<file path="src/aux_rx_pkg.sv">
/*
  Constants, field layouts and carrier types shared by the auxiliary receive
  position block and its word buffer.
  Assumes every user of it runs on the single link-side clock.
*/
package aux_rx_pkg;

  localparam int unsigned DATA_W = 64;
  localparam int unsigned FLAG_W = 8;
  localparam logic [63:0] NARROW_DATA_MASK = 64'h0000_0000_ffff_ffff;
  localparam logic [7:0] NARROW_FLAG_MASK = 8'h0f;

  localparam logic [7:0] HF_LAST = 8'h95;
  localparam logic [7:0] BF_LAST = 8'hff;

  localparam logic [11:0] RST_BFN = 12'h000;
  localparam logic [7:0] RST_HF = 8'h00;
  localparam logic [7:0] RST_BF = 8'h00;
  localparam logic [6:0] RST_SEQ = 7'h00;

  localparam int unsigned FIFO_DEPTH = 16;
  localparam int unsigned TX_BASE_LATENCY = 1;
  localparam int unsigned TX_EXTRA_MAX = 7;
  localparam int unsigned TX_PIPE_DEPTH = TX_BASE_LATENCY + TX_EXTRA_MAX;

  // Line rate codes, lowest rate first.
  localparam logic [3:0] RATE_0G6 = 4'h0;
  localparam logic [3:0] RATE_1G2 = 4'h1;
  localparam logic [3:0] RATE_2G4 = 4'h2;
  localparam logic [3:0] RATE_3G0 = 4'h3;
  localparam logic [3:0] RATE_4G9 = 4'h4;
  localparam logic [3:0] RATE_6G1 = 4'h5;
  localparam logic [3:0] RATE_8G1 = 4'h6;
  localparam logic [3:0] RATE_9G8 = 4'h7;
  localparam logic [3:0] RATE_10G1 = 4'h8;
  localparam logic [3:0] RATE_12G1 = 4'h9;
  localparam logic [3:0] RATE_24G3 = 4'ha;

  typedef struct packed {
    logic frame_start;
    logic [11:0] bfn;
    logic [7:0] ctrl;
    logic [63:0] data;
  } rx_word_t;

  typedef struct packed {
    logic rfp;
    logic hfp;
    logic [11:0] bfn;
    logic [7:0] hf;
    logic [7:0] bf;
    logic [6:0] seq;
  } rx_position_t;

  // Last word index of a basic frame for a rate and path width.
  function automatic logic [6:0] seq_last(input logic [3:0] rate, input logic wide);
    logic [6:0] n;
    n = 7'h03;
    case (rate)
      RATE_0G6: n = 7'h03;
      RATE_1G2: n = 7'h07;
      RATE_2G4: n = 7'h0f;
      RATE_3G0: n = 7'h13;
      RATE_4G9: n = 7'h1f;
      RATE_6G1: n = 7'h27;
      RATE_8G1: n = 7'h3f;
      RATE_9G8: n = 7'h3f;
      RATE_10G1: n = 7'h4f;
      RATE_12G1: n = 7'h5f;
      RATE_24G3: n = 7'h00;
      default: n = 7'h03;
    endcase
    if (rate == RATE_24G3)
    begin
      seq_last = 7'h5f;
    end
    else if (wide)
    begin
      seq_last = {1'b0, n[6:1]};
    end
    else
    begin
      seq_last = n;
    end
  endfunction

endpackage

</file>
<file path="src/aux_rx_frame_position.sv">
/*
  Receive side of the auxiliary frame-access port: a word buffer and the
  position tracker that tags each delivered word with its place in the
  radio frame, plus the delayed transmit write path.
  Assumes the far-end logic samples and drives every port on sys_clk_i.
*/
`timescale 1ns/1ps

module aux_word_fifo #(
  parameter int unsigned WIDTH = 8,
  parameter int unsigned DEPTH = 16
) (
  input wire logic sys_clk_i,
  input wire logic arst_n_i,
  input wire logic [WIDTH-1:0] wr_data_i,
  input wire logic wr_valid_i,
  output logic wr_ready_o,
  output logic [WIDTH-1:0] rd_data_o,
  output logic rd_valid_o,
  input wire logic rd_ready_i
);
  localparam int unsigned AW = $clog2(DEPTH);
  localparam int unsigned CW = $clog2(DEPTH + 1);

  typedef struct packed {
    logic [DEPTH-1:0][WIDTH-1:0] mem;
    logic [AW-1:0] wr_ptr;
    logic [AW-1:0] rd_ptr;
    logic [CW-1:0] count;
  } fifo_state_t;

  fifo_state_t st_r;
  fifo_state_t st_nxt;
  logic push;
  logic pop;

  // Full and empty come straight from the occupancy count.
  assign wr_ready_o = (st_r.count != CW'(DEPTH));
  assign rd_valid_o = (st_r.count != '0);
  assign rd_data_o = st_r.mem[st_r.rd_ptr];
  assign push = wr_valid_i && wr_ready_o;
  assign pop = rd_valid_o && rd_ready_i;

  // Pointers wrap at the depth; count tracks pushes minus pops.
  always_comb
  begin
    st_nxt = st_r;
    if (push)
    begin
      st_nxt.mem[st_r.wr_ptr] = wr_data_i;
      st_nxt.wr_ptr = (st_r.wr_ptr == AW'(DEPTH - 1)) ? '0 : st_r.wr_ptr + AW'(1);
    end
    if (pop)
    begin
      st_nxt.rd_ptr = (st_r.rd_ptr == AW'(DEPTH - 1)) ? '0 : st_r.rd_ptr + AW'(1);
    end
    if (push && !pop)
    begin
      st_nxt.count = st_r.count + CW'(1);
    end
    else if (pop && !push)
    begin
      st_nxt.count = st_r.count - CW'(1);
    end
  end

  // State register.
  always_ff @(posedge sys_clk_i or negedge arst_n_i)
  begin
    if (!arst_n_i)
    begin
      st_r <= '0;
    end
    else
    begin
      st_r <= st_nxt;
    end
  end
endmodule // aux_word_fifo

module aux_rx_frame_position #(
  parameter int unsigned EXTRA_LATENCY = 0
) (
  input wire logic sys_clk_i,
  input wire logic arst_n_i,
  input wire logic aux_enable_i,
  input wire logic path_64_i,
  input wire logic [3:0] line_rate_i,
  input wire logic rate_negotiated_down_i,
  input wire aux_rx_pkg::rx_word_t in_word_i,
  input wire logic in_valid_i,
  output logic in_ready_o,
  output logic rx_valid_o,
  input wire logic rx_ready_i,
  output logic [63:0] rx_word_bus_o,
  output logic [7:0] rx_control_byte_flags_o,
  output logic rx_radio_frame_pulse_o,
  output logic rx_hyperframe_pulse_o,
  output logic [11:0] rx_radio_frame_number_o,
  output logic [7:0] rx_hyperframe_number_o,
  output logic [7:0] rx_basic_frame_index_o,
  output logic [6:0] rx_word_index_o,
  output logic wide_format_o,
  output logic aux_has_priority_o,
  input wire logic [63:0] tx_word_i,
  input wire logic tx_valid_i,
  output logic [63:0] tx_word_o,
  output logic tx_valid_o
);
  typedef struct packed {
    logic owns;
    logic started;
    logic out_valid;
    aux_rx_pkg::rx_position_t pos;
    logic [63:0] data;
    logic [7:0] flags;
    logic [aux_rx_pkg::TX_PIPE_DEPTH-1:0][64:0] tx_pipe;
  } top_state_t;

  top_state_t st_r;
  top_state_t st_nxt;
  aux_rx_pkg::rx_word_t buf_word;
  logic buf_valid;
  logic buf_ready;
  logic accept;
  logic restart;
  logic wide;
  logic [6:0] last_seq;

  // Path width: the highest rates, and rates negotiated down from them, stay wide.
  always_comb
  begin
    wide = path_64_i;
    if (line_rate_i == aux_rx_pkg::RATE_12G1 || line_rate_i == aux_rx_pkg::RATE_24G3)
    begin
      wide = 1'b1;
    end
    if (rate_negotiated_down_i && (line_rate_i == aux_rx_pkg::RATE_8G1 ||
        line_rate_i == aux_rx_pkg::RATE_10G1))
    begin
      wide = 1'b1;
    end
  end

  assign last_seq = aux_rx_pkg::seq_last(line_rate_i, wide);

  // Word buffer between the deframer and the user; user stalls reach in_ready_o.
  aux_word_fifo #(
    .WIDTH($bits(aux_rx_pkg::rx_word_t)),
    .DEPTH(aux_rx_pkg::FIFO_DEPTH)
  ) u_fifo (
    .sys_clk_i(sys_clk_i),
    .arst_n_i(arst_n_i),
    .wr_data_i(in_word_i),
    .wr_valid_i(in_valid_i && st_r.owns),
    .wr_ready_o(buf_ready),
    .rd_data_o(buf_word),
    .rd_valid_o(buf_valid),
    .rd_ready_i(accept)
  );

  // The port only moves words while enabled; the output stage refills when free.
  assign in_ready_o = buf_ready && st_r.owns;
  assign accept = buf_valid && st_r.owns && (!st_r.out_valid || rx_ready_i);
  assign restart = buf_word.frame_start || !st_r.started;

  // Next state: position tracking, output word stage and transmit delay line.
  always_comb
  begin
    st_nxt = st_r;
    st_nxt.owns = aux_enable_i;
    if (st_r.out_valid && rx_ready_i)
    begin
      st_nxt.out_valid = 1'b0;
    end
    if (accept)
    begin
      st_nxt.out_valid = 1'b1;
      st_nxt.started = 1'b1;
      // Bytes keep their lanes, first byte in the top lane; narrow mode clears the upper half.
      st_nxt.data = wide ? buf_word.data : (buf_word.data & aux_rx_pkg::NARROW_DATA_MASK);
      st_nxt.flags = wide ? buf_word.ctrl : (buf_word.ctrl & aux_rx_pkg::NARROW_FLAG_MASK);
      st_nxt.pos.rfp = 1'b0;
      st_nxt.pos.hfp = 1'b0;
      if (restart)
      begin
        st_nxt.pos.rfp = 1'b1;
        st_nxt.pos.hfp = 1'b1;
        st_nxt.pos.bfn = buf_word.bfn;
        st_nxt.pos.hf = aux_rx_pkg::RST_HF;
        st_nxt.pos.bf = aux_rx_pkg::RST_BF;
        st_nxt.pos.seq = aux_rx_pkg::RST_SEQ;
      end
      else if (st_r.pos.seq < last_seq)
      begin
        st_nxt.pos.seq = st_r.pos.seq + 7'h01;
      end
      else
      begin
        st_nxt.pos.seq = aux_rx_pkg::RST_SEQ;
        if (st_r.pos.bf != aux_rx_pkg::BF_LAST)
        begin
          st_nxt.pos.bf = st_r.pos.bf + 8'h01;
        end
        else
        begin
          st_nxt.pos.bf = aux_rx_pkg::RST_BF;
          st_nxt.pos.hfp = 1'b1;
          if (st_r.pos.hf < aux_rx_pkg::HF_LAST)
          begin
            st_nxt.pos.hf = st_r.pos.hf + 8'h01;
          end
          else
          begin
            st_nxt.pos.hf = aux_rx_pkg::RST_HF;
            st_nxt.pos.rfp = 1'b1;
            st_nxt.pos.bfn = st_r.pos.bfn + 12'h001;
          end
        end
      end
    end
    // Transmit writes ride a delay line; the tap sets one plus extra cycles.
    st_nxt.tx_pipe[0] = {tx_valid_i, tx_word_i};
    for (int i = 1; i < aux_rx_pkg::TX_PIPE_DEPTH; i++)
    begin
      st_nxt.tx_pipe[i] = st_r.tx_pipe[i - 1];
    end
  end

  // State register.
  always_ff @(posedge sys_clk_i or negedge arst_n_i)
  begin
    if (!arst_n_i)
    begin
      st_r <= '0;
    end
    else
    begin
      st_r <= st_nxt;
    end
  end

  // Outputs come from the state register, except wide_format_o which is combinational; pulses are qualified by a valid word.
  assign rx_valid_o = st_r.out_valid;
  assign rx_word_bus_o = st_r.data;
  assign rx_control_byte_flags_o = st_r.flags;
  assign rx_radio_frame_pulse_o = st_r.pos.rfp && st_r.out_valid;
  assign rx_hyperframe_pulse_o = st_r.pos.hfp && st_r.out_valid;
  assign rx_radio_frame_number_o = st_r.pos.bfn;
  assign rx_hyperframe_number_o = st_r.pos.hf;
  assign rx_basic_frame_index_o = st_r.pos.bf;
  assign rx_word_index_o = st_r.pos.seq;
  assign wide_format_o = wide;
  assign aux_has_priority_o = st_r.owns;
  assign tx_word_o = st_r.tx_pipe[EXTRA_LATENCY][63:0];
  assign tx_valid_o = st_r.tx_pipe[EXTRA_LATENCY][64];
endmodule // aux_rx_frame_position

</file>
<file path="config.mk">
export PLATFORM = sky130hd
export DESIGN_NAME = aux_rx_frame_position
export DESIGN_NICKNAME = d
export VERILOG_FILES = /design/src/aux_rx_pkg.sv /design/src/aux_rx_frame_position.sv
export SDC_FILE = /design/constraint.sdc
export NUM_CORES = 2
export LEC_CHECK = 0
export BUFFER_PORTS_ARGS = -buffer_cell sky130_fd_sc_hd__buf_2
export CORE_AREA = 4 4 415 315
export CTS_CLUSTER_DIAMETER = 120
export DETAILED_ROUTE_END_ITERATION = 10
export DIE_AREA = 0 0 419 319
export PLACE_DENSITY = 0.74
export SLEW_MARGIN = 20
export SYNTH_ARGS = -nofsm -noshare
export SYNTH_HDL_FRONTEND = slang
export SYNTH_SLANG_ARGS = --single-unit
</file>
<file path="constraint.sdc">
create_clock -name sys_clk_i -period 5.5 [get_ports sys_clk_i]
set_input_delay 0.275 -clock sys_clk_i [delete_from_list [all_inputs] [get_ports sys_clk_i]]
set_output_delay 0.275 -clock sys_clk_i [all_outputs]
set_load 0.05 [all_outputs]
</file>
==> flow_summary.toml <==
[worst_setup_path]
max_stage_delay_ps = 820
r2r_end = "u_fifo.st_r[643]$_DFFE_PN0P_"
path_cells = "or4_1 -> o21a_1 -> nand2_1 -> inv_2 -> nand2_1 -> nor2_4 -> buf_4 -> buf_4 -> mux2_2"
crit_path_start = "u_fifo.st_r[0]$_DFFE_PN0P_"
worstPathMaxFanout = 42
endpoint_kind = "flip-flop"
worst_setup_path_start_kind = "flip-flop"
cp.required_ps = 6150
arrival_ps = 4380
r2r-start = "u_fifo.st_r[0]$_DFFE_PN0P_"
crit_path_end = "u_fifo.st_r[643]$_DFFE_PN0P_"
crit_type = "reg2reg"
cp_slowest_cell = "buf_4"
rrSetupSlack_ps = 1770
reg2regPathDepth = 9

[synthesis]
synth_area_leader_cell = "dfrtp_1"
synth_cell_types = 57
syn_inst = 4435
syn_area_per_cell_um2 = 15.6
synthDominantCellAreaShare_pct = 55.9
synth-seq-area-share_pct = 55.9
syn_nets = 4622
synth_top_flop_cell = "dfrtp_1"
netlist_area_um2 = 69300
synth-edff-count = 0
yosysWarnings = 0
synth_area_leaders = "dfrtp_1 (56%), mux2_2 (22%), mux4_2 (13%)"
synthArstFlopShare_pct = 100
synth_seq_cells = 1550

[cells_and_area]
fin_cells = 6431
post-route-util_pct = 61.9
area_delta_synth_final_pct = 12.7
drive_above_1_share_pct = 51.9
nNetsFinal = 4816

[die]
die_w_um = 419
rows = 113
coreArea_um2 = 126000
initial_core_util_pct = 54.9
ios = 339
die_y_um = 319
dieArea_um2 = 134000

[power_and_ir_drop]
p_comb_share_pct = 32.7
pwr-share-clk_pct = 24.7
ir_drop_mv = 0.411
p_switching_mw = 13.4
p_leak_nw = 35.7
p_sw_share_pct = 30.7
power_density_nw_per_um2 = 558
p_seq_share_pct = 42.6
p_int_mw = 30.2

[timing]
max_slew_margin_pct = 24.1
final-setup-viol-count = 0
tns_ps = 0
worst-slew-pin-transition_ps = 1140
period_share_pct = 67.8
report.final.slew_viol_count = 0
max_clock_freq_mhz = 268
finalClockSkew_ps = 21.4
holdWs_ps = 149
grt_setup_unrepaired = "false"
layout_setup_ws_ps = 1770
hold_viol = 0
period_minus_slack_ps = 3730

[placed_design]
dp_slack_ps = 1420
port_buffers = 338
dp_cells = 5988
place_hpwl_um = 91400
place_congestion = 0.803

[clocking]
numCtsBuffers = 152
clock_latency_ps = 780
cts_buffer_depth = 3
h-tree-depth = 4
cts_root_buf = "clkbuf_16"
post_cts_buffers = 0
clk_pin_slew_worst_paths_ps = 60
cts_num_sinks = 1550
cts_tree = "done"

[global_route]
grt_pass1_vias = 41833
grt_use_total_pct = 25.6
overflow = 0
grt_antenna_before_repair = 12
grt_pass1_wl_um = 263000
grt_start_max_net_pins = 159

[min_path]
holdCritPathClass = "in2async"

[detailed_routing]
num_vias = 39108
via_per_inst = 6.08
postRouteAntennaNets = 0
firstDrtPassIters = 5
post_drt_wl_per_cell_um = 26.2
drt_iter0_drc = 3198
drcViolationCount = 0
routed_wl_um = 168000

[outcome]
status = "complete, no violations"

[run]
max-cap-violations = 0
## area by class of cell
cell class	count	area, µm²
antenna	10	25.0
multi-input combinational	2337	27900
inverter	15	58.8
clock buffer	237	4720
sequential	1550	38800
timing repair buffer	573	4120
tap	1667	2090
clock inverter	42	485
fill	9161	48100
## worst min-delay path by stage
stage | to | slack, ps | start | depth (start not counted)
floorplan | aux_has_priority_o$_DFF_PN0_ | -20 | arst_n_i | 0
global placement | tx_word_o[18]$_DFF_PN0_ | 380 | tx_word_i[18] | 1
detailed placement | tx_word_o[24]$_DFF_PN0_ | 380 | tx_word_i[24] | 1
CTS | tx_word_o[62]$_DFF_PN0_ | 80 | tx_word_i[62] | 2
global route | tx_word_o[31]$_DFF_PN0_ | 110 | tx_word_i[31] | 2
finish | u_fifo.st_r[774]$_DFFE_PN0P_ | 150 | arst_n_i | 2
## power by group through the flow
| stage | clock network, mW | registers [mW] | logic, mW |
|---|---|---|---|
| 2_1_floorplan | 0 | 17.5 | 12.0 |
| 3_3_place_gp | 0 | 18.5 | 13.9 |
| 3_5_place_dp | 0 | 18.7 | 14.3 |
| 4_1_cts | 11.0 | 18.5 | 14.4 |
| 5_1_grt | 11.5 | 19.1 | 15.3 |
| 6_report | 10.8 | 18.6 | 14.3 |
## registers in the layout, summed over array words and instances, names as in the netlist
register	cells
st_r	3
rx_control_byte_flags_o	8
rx_radio_frame_number_o	12
rx_word_bus_o	64
u_fifo.st_r	1373
tx_word_o	64
aux_has_priority_o	1
rx_word_index_o	7
rx_hyperframe_number_o	8
rx_basic_frame_index_o	8
tx_valid_o	1
rx_valid_o	1
## metal layers
metal,GRT usage (%),wire length (µm),vias up
met2,41.9,83100,1005
met5,0,13,-
met3,4.31,8190,256
li1,-,-,16529
met4,7.64,4490,2
met1,35.8,72500,21316
## worst max-delay path, delay by kind of cell, from the launching register on
family,cells,cell delay (ps)
compound gates,1,140
mux,1,410
simple gates,4,880
buf+inv,3,1710
flops,1,430
## timing repair
item / in CTS / in global routing
resized for setup: 0 / 0
hold buffers: 154 / 0
hold endpoints to repair: 1560 / 0
## cell usage after synthesis, types with 9 or more instances
cell type / count
buf_2: 71
o21ai_0: 37
nor2_1: 35
buf_1: 57
clkbuf_1: 233
a22oi_1: 10
nand2_1: 240
nand3_1: 55
nand4b_1: 9
mux4_2: 411
ha_1: 25
mux2_2: 1363
a32o_1: 11
buf_4: 171
a21oi_1: 13
dfrtp_1: 1550
and3_1: 9
nand4_1: 11
inv_1: 13
## cells by family after synthesis
family | synth area share, %
multiplexers | 35.6
flip-flops | 55.9
buffers and inverters | 4.03
AND/OR/NAND/NOR | 2.58
AO/OA/AOI/OAI | 1.23
adder cells (fa/ha/maj) | 0.480
XOR/XNOR | 0.152
## layout by cell type (no fill, tap or decap), types with 9 or more instances in the layout
| cell type | synthesis | routed |
|---|---|---|
| nor2_4 | 0 | 12 |
| clkinv_2 | 0 | 23 |
| and3_1 | 9 | 9 |
| clkbuf_16 | 0 | 159 |
| nand2_1 | 240 | 240 |
| nor2_1 | 35 | 23 |
| dlygate4sd3_1 | 0 | 154 |
| nand4_1 | 11 | 11 |
| buf_2 | 71 | 337 |
| a21oi_1 | 13 | 13 |
| mux2_2 | 1363 | 1363 |
| diode_2 | 0 | 10 |
| buf_12 | 0 | 22 |
| clkbuf_8 | 0 | 45 |
| inv_1 | 13 | 13 |
| a32o_1 | 11 | 11 |
| nand4b_1 | 9 | 9 |
| mux4_2 | 411 | 411 |
| o21ai_0 | 37 | 37 |
| buf_4 | 171 | 60 |
| ha_1 | 25 | 25 |
| dfrtp_1 | 1550 | 1546 |
| clkbuf_1 | 233 | 33 |
| a22oi_1 | 10 | 10 |
| nand3_1 | 55 | 55 |
## per-stage QoR
step                      instance area [µm²]  power (mW)
after floorplan                         69300        29.5
after global placement                  71400        32.3
after detailed placement                71400        32.9
after CTS                               78100        43.9
after global routing                    78200        45.9
final                                   78200        43.6
(Power assumes the default switching activity.)
